`src/ocpa_pkg.sv`:
```
// Constants, register map and types shared by the output stage files.
// Assumes one clock domain: the divider clock drives every flop.
package ocpa_pkg;

  localparam int unsigned ADDR_W = 12;
  localparam int unsigned DATA_W = 32;
  localparam int unsigned LEN_W = 34;
  localparam int unsigned SUM_W = 36;

  // Register byte offsets
  localparam logic [ADDR_W-1:0] OFS_CTRL = 12'h000;
  localparam logic [ADDR_W-1:0] OFS_DIV = 12'h004;
  localparam logic [ADDR_W-1:0] OFS_HIGH = 12'h008;
  localparam logic [ADDR_W-1:0] OFS_SHIFT = 12'h00C;
  localparam logic [ADDR_W-1:0] OFS_STATUS = 12'h010;
  localparam logic [ADDR_W-1:0] OFS_COUNT = 12'h014;

  // Control field positions
  localparam int unsigned CTRL_W = 7;
  localparam int unsigned CTRL_RUN = 0;
  localparam int unsigned CTRL_DUAL = 1;
  localparam int unsigned CTRL_DUTY = 2;
  localparam int unsigned CTRL_SE0 = 3;
  localparam int unsigned CTRL_INV0 = 4;
  localparam int unsigned CTRL_SE1 = 5;
  localparam int unsigned CTRL_INV1 = 6;

  // Status field positions
  localparam int unsigned STAT_PEND = 0;
  localparam int unsigned STAT_LEVEL = 1;
  localparam int unsigned STAT_REJ = 2;

  // Reset values
  localparam logic [CTRL_W-1:0] CTRL_RST = 7'h00;
  localparam logic [DATA_W-1:0] DIV_RST = 32'h0000_0008;
  localparam logic [DATA_W-1:0] HIGH_RST = 32'h0000_0000;

  // Divider and phase limits in divider clock periods
  localparam logic [DATA_W-1:0] MIN_DIV = 32'h0000_0002;
  localparam logic [DATA_W-1:0] MIN_SHIFT_DIV = 32'h0000_0005;
  localparam logic [LEN_W-1:0] MIN_PHASE = 34'h0_0000_0002;
  localparam logic [LEN_W-1:0] CNT_LAST = 34'h0_0000_0001;

  typedef enum logic {PH_HIGH, PH_LOW} phase_t;

endpackage

```
`src/apb_port.sv`:
```
// APB slave front end: decode, handshake and error answer.
// Assumes an APB master on clk; no wait states are ever inserted.
`timescale 1ns/10ps
`default_nettype none
module apb_port
  import ocpa_pkg::*;
(
  // APB request
  input wire logic psel,
  input wire logic penable,
  input wire logic pwrite,
  input wire logic [ADDR_W-1:0] paddr,
  // Answer
  output logic pready,
  output logic pslverr,
  // Strobes toward the register file
  output logic wr_stb,
  output logic rd_setup
);
  logic mapped;

  always_comb begin
    unique case (paddr)
      OFS_CTRL, OFS_DIV, OFS_HIGH, OFS_SHIFT, OFS_STATUS, OFS_COUNT: mapped = 1'b1;
      default: mapped = 1'b0;
    endcase
  end

  // Zero wait states keep the shift latency fixed for software
  assign pready = 1'b1;
  assign pslverr = psel & penable & ~mapped;
  assign wr_stb = psel & penable & pwrite & mapped;
  assign rd_setup = psel & ~penable & ~pwrite;
endmodule
`default_nettype wire

```
`src/pad_drive.sv`:
```
// One output buffer path: differential or paired single-ended drive.
// Assumes the clock level arrives from logic on the same clk.
`timescale 1ns/10ps
`default_nettype none
module pad_drive (
  // Clock and reset
  input wire logic clk,
  input wire logic sys_rst,
  // Level and settings
  input wire logic level,
  input wire logic enable,
  input wire logic single_ended,
  input wire logic invert,
  // Buffer drive
  output logic true_pad,
  output logic complement_pad,
  output logic diff_mode
);
  typedef struct packed {
    logic tp;
    logic cp;
    logic dm;
  } pad_state_t;

  pad_state_t st_r;
  pad_state_t st_nxt;

  always_comb begin
    st_nxt = st_r;
    st_nxt.dm = ~single_ended;
    st_nxt.tp = enable & level;
    // Duty logic only makes high pulses; a low pulse needs the inverter
    if (!single_ended) begin
      // A parked pair still drives complementary legs
      st_nxt.cp = ~st_nxt.tp;
    end else if (!enable) begin
      st_nxt.cp = 1'b0;
    end else begin
      st_nxt.cp = invert ? ~level : level;
    end
  end

  always_ff @(posedge clk or posedge sys_rst) begin
    if (sys_rst) begin
      st_r <= '0;
    end else begin
      st_r <= st_nxt;
    end
  end

  assign true_pad = st_r.tp;
  assign complement_pad = st_r.cp;
  assign diff_mode = st_r.dm;
endmodule
`default_nettype wire

```
`src/output_coarse_phase_adjust.sv`:
```
// Output stage of a clock generator: integer divider, high width,
// coarse phase shift and two buffer paths behind an APB register file.
// Assumes clk is the divider clock and the APB master shares it.
`timescale 1ns/10ps
`default_nettype none
module output_coarse_phase_adjust
  import ocpa_pkg::*;
(
  // Clock and reset
  input wire logic clk,
  input wire logic sys_rst,
  // APB slave
  input wire logic psel,
  input wire logic penable,
  input wire logic pwrite,
  input wire logic [ADDR_W-1:0] paddr,
  input wire logic [DATA_W-1:0] pwdata,
  output logic [DATA_W-1:0] prdata,
  output logic pready,
  output logic pslverr,
  // Divided clock level before the buffers
  output logic out_clk,
  // Buffer path 0
  output logic true_pad0,
  output logic complement_pad0,
  output logic diff_mode0,
  // Buffer path 1, used by a dual stage
  output logic true_pad1,
  output logic complement_pad1,
  output logic diff_mode1
);

  typedef struct packed {
    logic [CTRL_W-1:0] ctrl;
    logic [DATA_W-1:0] div;
    logic [DATA_W-1:0] high;
    logic [DATA_W-1:0] shift;
    logic pend;
    logic rej;
    logic [DATA_W-1:0] applied;
    phase_t ph;
    logic [LEN_W-1:0] cnt;
    logic [LEN_W-1:0] lo_len;
    logic out;
    logic [DATA_W-1:0] rdata;
  } stage_state_t;

  stage_state_t st_r;
  stage_state_t st_nxt;

  logic wr_stb;
  logic rd_setup;

  // Values evaluated for the next output period
  logic [DATA_W-1:0] div_eff;
  logic duty_on;
  logic [LEN_W-1:0] base_hi;
  logic [LEN_W-1:0] base_lo;
  logic shift_ok;
  logic signed [SUM_W-1:0] shift_ext;
  logic signed [SUM_W-1:0] hi_adj;
  logic signed [SUM_W-1:0] lo_adj;
  logic [LEN_W-1:0] hi_len;
  logic [LEN_W-1:0] lo_len;
  logic boundary;

  apb_port u_apb (
    .psel(psel),
    .penable(penable),
    .pwrite(pwrite),
    .paddr(paddr),
    .pready(pready),
    .pslverr(pslverr),
    .wr_stb(wr_stb),
    .rd_setup(rd_setup)
  );

  // Adds a signed offset to a length, never going below the least phase
  function automatic logic [LEN_W-1:0] adjust_len(
    input logic [LEN_W-1:0] base,
    input logic signed [SUM_W-1:0] adj
  );
    logic signed [SUM_W-1:0] sum;
    sum = $signed({2'b00, base}) + adj;
    if (sum < $signed({2'b00, MIN_PHASE})) begin
      adjust_len = MIN_PHASE;
    end else begin
      adjust_len = sum[LEN_W-1:0];
    end
  endfunction

  // Period plan, sampled only at the start of each output period
  always_comb begin
    // Ratios below two cannot come from a flop and run as two
    div_eff = (st_r.div < MIN_DIV) ? MIN_DIV : st_r.div;
    // A width at or above the ratio falls back to half duty
    duty_on = st_r.ctrl[CTRL_DUTY] && (st_r.high != '0)
      && (st_r.high < div_eff);
    if (duty_on) begin
      base_hi = {2'b00, st_r.high};
    end else begin
      base_hi = {3'b000, div_eff[DATA_W-1:1]};
    end
    base_lo = {2'b00, div_eff} - base_hi;

    // Ratios of four or less have no room for two plus two
    shift_ok = st_r.pend && (div_eff >= MIN_SHIFT_DIV);
    shift_ext = $signed({{(SUM_W-DATA_W){st_r.shift[DATA_W-1]}}, st_r.shift});
    if (duty_on) begin
      hi_adj = '0;
    end else begin
      hi_adj = shift_ext >>> 1;
    end
    lo_adj = shift_ext - hi_adj;

    if (shift_ok) begin
      hi_len = adjust_len(base_hi, hi_adj);
      lo_len = adjust_len(base_lo, lo_adj);
    end else begin
      hi_len = base_hi;
      lo_len = base_lo;
    end
  end

  assign boundary = st_r.ctrl[CTRL_RUN] && (st_r.ph == PH_LOW) && (st_r.cnt == CNT_LAST);

  always_comb begin
    st_nxt = st_r;

    // Output period generator, counted in divider clock periods
    if (!st_r.ctrl[CTRL_RUN]) begin
      // Parked so the first enabled cycle starts a fresh period
      st_nxt.ph = PH_LOW;
      st_nxt.cnt = CNT_LAST;
      st_nxt.out = 1'b0;
    end else begin
      unique case (st_r.ph)
        PH_HIGH: begin
          if (st_r.cnt == CNT_LAST) begin
            st_nxt.ph = PH_LOW;
            st_nxt.cnt = st_r.lo_len;
            st_nxt.out = 1'b0;
          end else begin
            st_nxt.cnt = st_r.cnt - CNT_LAST;
          end
        end
        PH_LOW: begin
          if (st_r.cnt == CNT_LAST) begin
            // Whole shift lands in the period that starts here
            st_nxt.ph = PH_HIGH;
            st_nxt.cnt = hi_len;
            st_nxt.lo_len = lo_len;
            st_nxt.out = 1'b1;
          end else begin
            st_nxt.cnt = st_r.cnt - CNT_LAST;
          end
        end
      endcase
    end

    // Shift consumption at the boundary
    if (boundary && st_r.pend) begin
      st_nxt.pend = 1'b0;
      if (shift_ok) begin
        st_nxt.applied = st_r.applied + 32'h0000_0001;
      end else begin
        st_nxt.rej = 1'b1;
      end
    end

    // Register writes; a new shift wins over its own consumption
    if (wr_stb) begin
      unique case (paddr)
        OFS_CTRL: st_nxt.ctrl = pwdata[CTRL_W-1:0];
        OFS_DIV: st_nxt.div = pwdata;
        OFS_HIGH: st_nxt.high = pwdata;
        OFS_SHIFT: begin
          st_nxt.shift = pwdata;
          st_nxt.pend = 1'b1;
        end
        OFS_STATUS: begin
          // Write one clears, but a rejection in this cycle stays
          if (pwdata[STAT_REJ] && !(boundary && st_r.pend && !shift_ok)) begin
            st_nxt.rej = 1'b0;
          end
        end
        OFS_COUNT: st_nxt.applied = pwdata;
        default: st_nxt.applied = st_nxt.applied;
      endcase
    end

    // Read data is captured in the setup cycle and held for the access
    if (rd_setup) begin
      unique case (paddr)
        OFS_CTRL: st_nxt.rdata = {{(DATA_W-CTRL_W){1'b0}}, st_r.ctrl};
        OFS_DIV: st_nxt.rdata = st_r.div;
        OFS_HIGH: st_nxt.rdata = st_r.high;
        OFS_SHIFT: st_nxt.rdata = st_r.shift;
        OFS_STATUS: begin
          st_nxt.rdata = '0;
          st_nxt.rdata[STAT_PEND] = st_r.pend;
          st_nxt.rdata[STAT_LEVEL] = st_r.out;
          st_nxt.rdata[STAT_REJ] = st_r.rej;
        end
        OFS_COUNT: st_nxt.rdata = st_r.applied;
        default: st_nxt.rdata = '0;
      endcase
    end
  end

  always_ff @(posedge clk or posedge sys_rst) begin
    if (sys_rst) begin
      st_r.ctrl <= CTRL_RST;
      st_r.div <= DIV_RST;
      st_r.high <= HIGH_RST;
      st_r.shift <= '0;
      st_r.pend <= 1'b0;
      st_r.rej <= 1'b0;
      st_r.applied <= '0;
      st_r.ph <= PH_LOW;
      st_r.cnt <= CNT_LAST;
      st_r.lo_len <= CNT_LAST;
      st_r.out <= 1'b0;
      st_r.rdata <= '0;
    end else begin
      st_r <= st_nxt;
    end
  end

  assign prdata = st_r.rdata;
  assign out_clk = st_r.out;

  // Both paths share one divided level, so they stay in phase
  pad_drive u_path0 (
    .clk(clk),
    .sys_rst(sys_rst),
    .level(st_r.out),
    .enable(st_r.ctrl[CTRL_RUN]),
    .single_ended(st_r.ctrl[CTRL_SE0]),
    .invert(st_r.ctrl[CTRL_INV0]),
    .true_pad(true_pad0),
    .complement_pad(complement_pad0),
    .diff_mode(diff_mode0)
  );

  pad_drive u_path1 (
    .clk(clk),
    .sys_rst(sys_rst),
    .level(st_r.out),
    .enable(st_r.ctrl[CTRL_RUN] & st_r.ctrl[CTRL_DUAL]),
    .single_ended(st_r.ctrl[CTRL_SE1]),
    .invert(st_r.ctrl[CTRL_INV1]),
    .true_pad(true_pad1),
    .complement_pad(complement_pad1),
    .diff_mode(diff_mode1)
  );

endmodule
`default_nettype wire

```
`config.mk`:
```
export PLATFORM = sky130hd
export DESIGN_NAME = output_coarse_phase_adjust
export DESIGN_NICKNAME = d
export VERILOG_FILES = /design/src/ocpa_pkg.sv /design/src/apb_port.sv /design/src/pad_drive.sv /design/src/output_coarse_phase_adjust.sv
export SDC_FILE = /design/constraint.sdc
export NUM_CORES = 1
export LEC_CHECK = 0
export BUFFER_PORTS_ARGS = -buffer_cell sky130_fd_sc_hd__buf_2
export CAP_MARGIN = 20
export CELL_PAD_IN_SITES_DETAIL_PLACEMENT = 0
export CELL_PAD_IN_SITES_GLOBAL_PLACEMENT = 1
export CORE_ASPECT_RATIO = 1.2
export CORE_MARGIN = 5
export CORE_UTILIZATION = 53
export DETAILED_ROUTE_END_ITERATION = 12
export GPL_TIMING_DRIVEN = 0
export PLACE_DENSITY_LB_ADDON = 0.12
export SYNTH_ARGS = -nofsm -noshare
export SYNTH_HDL_FRONTEND = slang
export SYNTH_SLANG_ARGS = --single-unit
```
`constraint.sdc`:
```
create_clock -name clk -period 19.3 [get_ports clk]
set_clock_uncertainty 0.05 [all_clocks]
set_input_delay 1.93 -clock clk [delete_from_list [all_inputs] [get_ports clk]]
set_output_delay 1.93 -clock clk [all_outputs]
set_load 0.01 [all_outputs]
```
=== Word-level counts from Yosys, hierarchy flattened ===
Index checks and enable logic that the tools add are counted.

* Bits in registers: 245
* Input bits: 49
* Output and inout bits: 41

* $add $sub $neg: 6
* Order comparisons: 5
* Equal/unequal tests: 8
* Multiplexer cells: 33
* Bitwise logic cells: 18
* Reductions and logical operators: 19

{| class="wikitable"
|+ Operator list
! cell !! number
|-
| 34-bit two-way mux || 8
|-
| 32-bit case mux with 6 select lines || 1
|-
| 32-bit two-way mux || 4
|-
| 36-bit by 3-bit less-than comparator with 1-bit output (second input constant) || 2
|-
| 35-bit case mux with 2 select lines || 1
|-
| 33-bit by 36-bit adder with 36-bit output || 1
|-
| 35-bit by 36-bit adder with 36-bit output || 1
|-
| 36-bit two-way mux || 1
|-
| 32-bit by 36-bit subtractor with 36-bit output || 1
|-
| 35-bit two-way mux || 1
|-
| 34-bit by 1-bit equality test with 1-bit output (second input constant) || 1
|-
| 32-bit by 34-bit subtractor with 34-bit output || 1
|-
| 34-bit by 1-bit subtractor with 34-bit output (second input constant) || 1
|-
| 32-bit by 1-bit adder with 32-bit output (second input constant) || 1
|-
| 32-bit by 3-bit greater-or-equal comparator with 1-bit output (second input constant) || 1
|-
| 32-bit by 2-bit less-than comparator with 1-bit output (second input constant) || 1
|-
| 32-bit less-than comparator || 1
|-
| 32-bit nonzero test || 1
|-
| 12-bit by 4-bit equality test with 1-bit output (second input constant) || 2
|-
| 12-bit by 5-bit equality test with 1-bit output (second input constant) || 2
|-
| 1-bit two-way mux || 16
|-
| 12-bit by 3-bit equality test with 1-bit output (second input constant) || 1
|-
| 12-bit logical NOT || 1
|-
| 2-bit AND reduction || 5
|-
| 9 further kinds || 33
|}

=== Longest topological paths before layout ===
* Depth in word-level cells: 12
* Gate-level depth with buffers: 40

=== Hierarchy ===
From an unflattened synthesis, not the netlist that was laid out.

* Cell total of the unflattened synthesis: 2463
* Area, all modules: 20759.9 µm²

{| class="wikitable"
|+ Modules (own cells, without submodules)
! module !! instances !! cells each !! area an instance (µm²)
|-
| output_coarse_phase_adjust || 1 || 2435 || 20465.9
|-
| pad_drive || 2 || 9 || 112.6
|-
| apb_port || 1 || 10 || 68.8
|}

=== Least setup slack after synthesis ===
OpenSTA, ideal clock, no wires.

* Path type: flip-flop to flip-flop
* Start: reg st_r[209] in the netlist's numbering
* End: reg st_r[34] in the netlist's numbering
* Arrival: 7.573 ns
* Setup slack: 11.611 ns
* Stages on the path, launching flop included: 32
* Path buffers: 1
* Clock period less this slack: 7.689 ns
* Cells stage by stage: dfrtp_1 -> nor4_1 -> nand3_1 -> nor4_4 -> o311a_1 -> o211ai_1 -> a21o_1 -> a211oi_4 -> buf_4 -> mux2i_1 -> ha_1 -> nor2b_1 -> o31ai_1 -> a2111o_1 -> a21oi_1 -> a21o_1 -> a31oi_1 -> o21bai_1 -> a21oi_1 -> xnor2_1 -> fa_1 -> ha_1 -> nand2_1 -> o31a_1 -> or3_1 -> a21o_1 -> nand2_1 -> mux2_1 -> a2111oi_0 -> nand3_1 -> o31ai_1 -> a22o_1

* Cells in the longest elaborated chain, start to end: 10

{| class="wikitable"
|+ RTL lines
! item !! line !! text
|-
| start: declaration || output_coarse_phase_adjust.sv:48 || <nowiki>stage_state_t st_r;</nowiki>
|-
| start signal: assignment || output_coarse_phase_adjust.sv:226 || <nowiki>st_r <= st_nxt;</nowiki>
|-
| 32-bit by 2-bit less-than comparator with 1-bit output || output_coarse_phase_adjust.sv:95 || <nowiki>div_eff = (st_r.div < MIN_DIV) ? MIN_DIV : st_r.div;</nowiki>
|-
| 32-bit two-way mux (*) || output_coarse_phase_adjust.sv:95 ||
|-
| 32-bit less-than comparator || output_coarse_phase_adjust.sv:98 || <nowiki>&& (st_r.high < div_eff);</nowiki>
|-
| 1-bit logical AND || output_coarse_phase_adjust.sv:98 ||
|-
| 36-bit two-way mux or 32-bit two-way mux (tied branches) || output_coarse_phase_adjust.sv:109, output_coarse_phase_adjust.sv:99 ||
|-
| 32-bit by 36-bit subtractor with 36-bit output or 32-bit by 34-bit subtractor with 34-bit output (tied branches) || output_coarse_phase_adjust.sv:114, output_coarse_phase_adjust.sv:104 ||
|-
| 35-bit by 36-bit adder with 36-bit output || output_coarse_phase_adjust.sv:84 || <nowiki>sum = $signed({2'b00, base}) + adj;</nowiki>
|-
| 36-bit by 3-bit less-than comparator with 1-bit output || output_coarse_phase_adjust.sv:85 || <nowiki>if (sum < $signed({2'b00, MIN_PHASE})) begin</nowiki>
|-
| 34-bit two-way mux || output_coarse_phase_adjust.sv:85 ||
|-
| 34-bit two-way mux (*) || output_coarse_phase_adjust.sv:116 || <nowiki>if (shift_ok) begin</nowiki>
|}

Every way passes the cells marked *; elsewhere a longest branch is shown, timed or not.
A chain may end at the register's enable or synchronous reset.

=== Final worst setup path ===
Ends and elaborated chain as after synthesis.

==> metrics.md <==
| Metric | Value |
|---|---|
| Dominant cells by area after synthesis | `sky130_fd_sc_hd__dfrtp_1, sky130_fd_sc_hd__ha_1, sky130_fd_sc_hd__mux2_2` |
| Number of buffers inserted during clock tree synthesis | `28` |
| Standard-cell row count | `78` |
| Peak fanout along the critical path | `10` |
| Relative slew margins | `23.9%` |
| Total of flip-flops plus latches after synthesis | `245` |
| Clock transition at the register clock pins on the worst setup and hold paths after CTS | `0.06 ns` |
| Hold path startpoint | `st_r[57]$_DFFE_PP0P_` |
| Synth warn | `0` |
| Share of the clock period used by the worst path | `57.7%` |
| Number of endpoints with negative hold slack in the final report | `0` |
| Die Ht | `224 um` |
| Launching point of the worst reg2reg path | `st_r[209]$_DFFE_PP0P_` |
| Number of filler instances in the final layout | `3470` |
| DRC viols | `0` |
| Violation count after the first detailed-route iteration | `1498` |
| Peak supply drop | `0.0603 mV` |
| Latest clock arrival within the worst-skew pair | `0.58 ns` |
| Clock period minus worst slack | `11.14 ns` |
| Longest Clk Path Bufs | `3` |
| Pre-CTS setup slack | `8.41 ns` |
| Slowest cell delay on critical path | `0.93 ns` |
| Share of post-route cells with drive strength above 1 | `13.8%` |
| Fin worst setup slack | `8.16 ns` |
| Die outline area | `42300 um2` |
| Grt ovf | `0` |
| Power Dens Cells | `51.0 nW/um2` |
| Worst Path Class, Setup | `flop to flop` |
| Initial antenna violation count | `0` |
| Std-Cell Core Area | `37900 um2` |
| Register area share after synthesis | `30.2%` |
| Antenna cell count | `0` |
| Critical Path Slowest Stage Cell | `sky130_fd_sc_hd__a2111oi_0` |
| Detail-routed net length per standard cell | `23.6 um` |
| Share of Yosys cell area claimed by the top area cell type | `29.7%` |
| Critical path startpoint category | `flop` |
| Via-per-instance ratio | `6.33` |
| Post-placement cell area | `21400 um2` |
| Combined area of the multi-input logic cells | `12800 um2` |
| Sequential cell area | `6140 um2` |
| Global-route wire length before repair | `108000 um` |
| Run status | `completed` |
| # IOs | `90` |
| Post-synth design cell area | `20300 um2` |
| Number of nets produced by synthesis | `2582` |
| Number of enable flip-flop cells after synthesis | `0` |
| Commonest register cell after synthesis | `sky130_fd_sc_hd__dfrtp_1` |
| Number of setup violations in the final report | `0` |
| Highest achievable clock rate | `0.0898 GHz` |
| Timing startpoint of the critical path | `st_r[209]$_DFFE_PP0P_` |
| CTS resizes | `0` |
| Largest area contributor in the netlist | `sky130_fd_sc_hd__dfrtp_1` |
| Sum of routed wire length over all layers | `70400 um` |
| Leading cell types by count after synthesis | `sky130_fd_sc_hd__nand2_1, sky130_fd_sc_hd__dfrtp_1, sky130_fd_sc_hd__nor2_1` |
| Syn Area/Cell | `8.58 um2` |
| Leakage power figure | `10.1 nW` |
| Root Driver | `sky130_fd_sc_hd__clkbuf_16` |
| Endpoint class of the critical path | `flop` |
| Postcts setup bufs | `0` |
| Worst Tran Pin Value | `1.13 ns` |
| Share of synthesized flip-flops with an asynchronous set or reset | `100%` |
| Synth unique cells | `98` |
| Antenna Violating Nets Remaining | `0` |
| Post-synthesis to final-layout area growth | `9.97%` |
| Arrival @ worst endpoint | `11.60 ns` |
| Setup_tns | `0 ns` |
| Max-slew violation count | `0` |
| Final standard cell area without fillers | `22300 um2` |
| TritonCTS clock tree | `done` |
| Total Nets Final | `2703` |
| Final core area utilization | `58.9%` |
| Hold Crit Class | `flop to flop` |
| Total clock sinks | `245` |
| DP Wirelength | `56900 um` |
| Port Buffers | `88` |
| Most repeated cell in the gate-level netlist after synthesis | `sky130_fd_sc_hd__nand2_1` |
| Routability-driven placement congestion ratio | `0.962` |
| Htree depth | `1` |
| Die X | `189 um` |
| Required arrival time at the worst endpoint | `19.76 ns` |
| Total of hold buffers inserted after clock tree synthesis | `0` |
| Cell count after synthesis | `2365` |
| Global Route Usage Sum | `32.4%` |
| Number of global-route vias before repair | `18700` |
| Number of maximum-capacitance constraint violations | `0` |
| Total number of vias | `18900` |
| Overall Power | `1.14 mW` |
| Unrepaired setup endpoints after global routing | `no` |
| Largest net degree at the start of global routing | `127` |
| Total iterations of the first detailed-routing run | `6` |
| Initial cell density of the core | `53.6%` |
## cell families after synthesis
group                      share of synthesized area [%]
AOI/OAI and AO/OA                                   21.2
xor gates and xnor gates                            5.22
adders and majority gates                           11.7
buffers and inverters                               6.69
DFF                                                 30.2
muxes                                               6.38
other                                             0.0185
and+or+nand+nor                                     18.5
## critical path: cells and delay by family (launching register included)
family / cells / cell delay [ns]
xor gates and xnor gates: 1 / 0.27
and+or+nand+nor: 8 / 2.31
adders and majority gates: 3 / 1.18
AOI/OAI and AO/OA: 15 / 4.99
DFF: 1 / 0.46
buffers and inverters: 2 / 0.64
muxes: 2 / 1.16
## routing by layer
metal	wire (um)	part of all wire, %	track usage, %	vias to the layer above
met2	33500	48	55.0	737
met5	0	0	0	-
met4	3870	5.5	15.8	0
met3	4060	5.8	3.06	150
li1	-	-	-	8775
met1	29000	41	41.9	9261
## metrics by stage
step / instances / hold WS [ns]
detailed placement: 2936 / 0.439
global route: 2988 / 0.474
CTS: 2988 / 0.452
finish: 2988 / 0.455
floorplan: 2365 / 0.383
global placement: 2933 / 0.428
## final timing paths
check | slack [ns] | end | cells past startpoint
max | 8.16 | st_r[34]$_DFFE_PP0P_ | 31
min | 0.45 | st_r[57]$_DFFE_PP0P_ | 2
max reg2reg | 8.16 | st_r[34]$_DFFE_PP0P_ | 31
min reg2reg | 0.45 | st_r[57]$_DFFE_PP0P_ | 2
max in group asynchronous | 16.54 | prdata[29]$_DFFE_PP0P_ | 3
min in group asynchronous | 1.47 | out_clk$_DFFE_PP0P_ | 2
## placed cells by master (no fill, tap or decap), drive strengths merged, types with 21 or more instances in the layout
master  synthesis  final
o311ai         32     32
inv           151    153
nand2         276    276
buf            63    154
and3           25     25
nand2b         42     42
nor4           29     29
a21o           49     49
a211oi         21     21
o211ai         24     24
a31oi          70     70
fa             36     36
nand4          27     27
dfrtp         241    241
o21a           22     22
nor3           52     52
nor2          158    158
clkbuf        107    149
xor2           42     42
a222oi         28     28
a21oi         126    126
nand3          55     55
mux2          106    106
xnor2          79     79
ha            132    132
o21ai         142    142
## registers in the layout, indices dropped and copies added (netlist names)
signal                  flops
st_r                      174
u_path0.true_pad            1
out_clk                     1
prdata                     32
shift_ext                  32
u_path1.complement_pad      1
u_path0.complement_pad      1
u_path0.diff_mode           1
u_path1.true_pad            1
u_path1.diff_mode           1
## power by group
group	switching, mW	leakage (nW)	total (mW)	internal (mW)
Sequential	0.00702	3.01	0.530	0.523
Combinational	0.0373	6.67	0.0663	0.0291
Clock	0.231	0.450	0.541	0.310
Total	0.275	10.1	1.14	0.862
## area by class of cell
| class | count | area share (%) |
|---|---|---|
| well taps | 480 | 2.69 |
| multi-input cells | 1799 | 57.4 |
| flip-flops and latches | 245 | 27.5 |
| clock buffers | 42 | 3.69 |
| repair buffers | 91 | 2.15 |
| plain buffers | 170 | 3.54 |
| inverters | 151 | 2.57 |
| clock inverters | 10 | 0.477 |
Power figures use the tool's default switching activity.
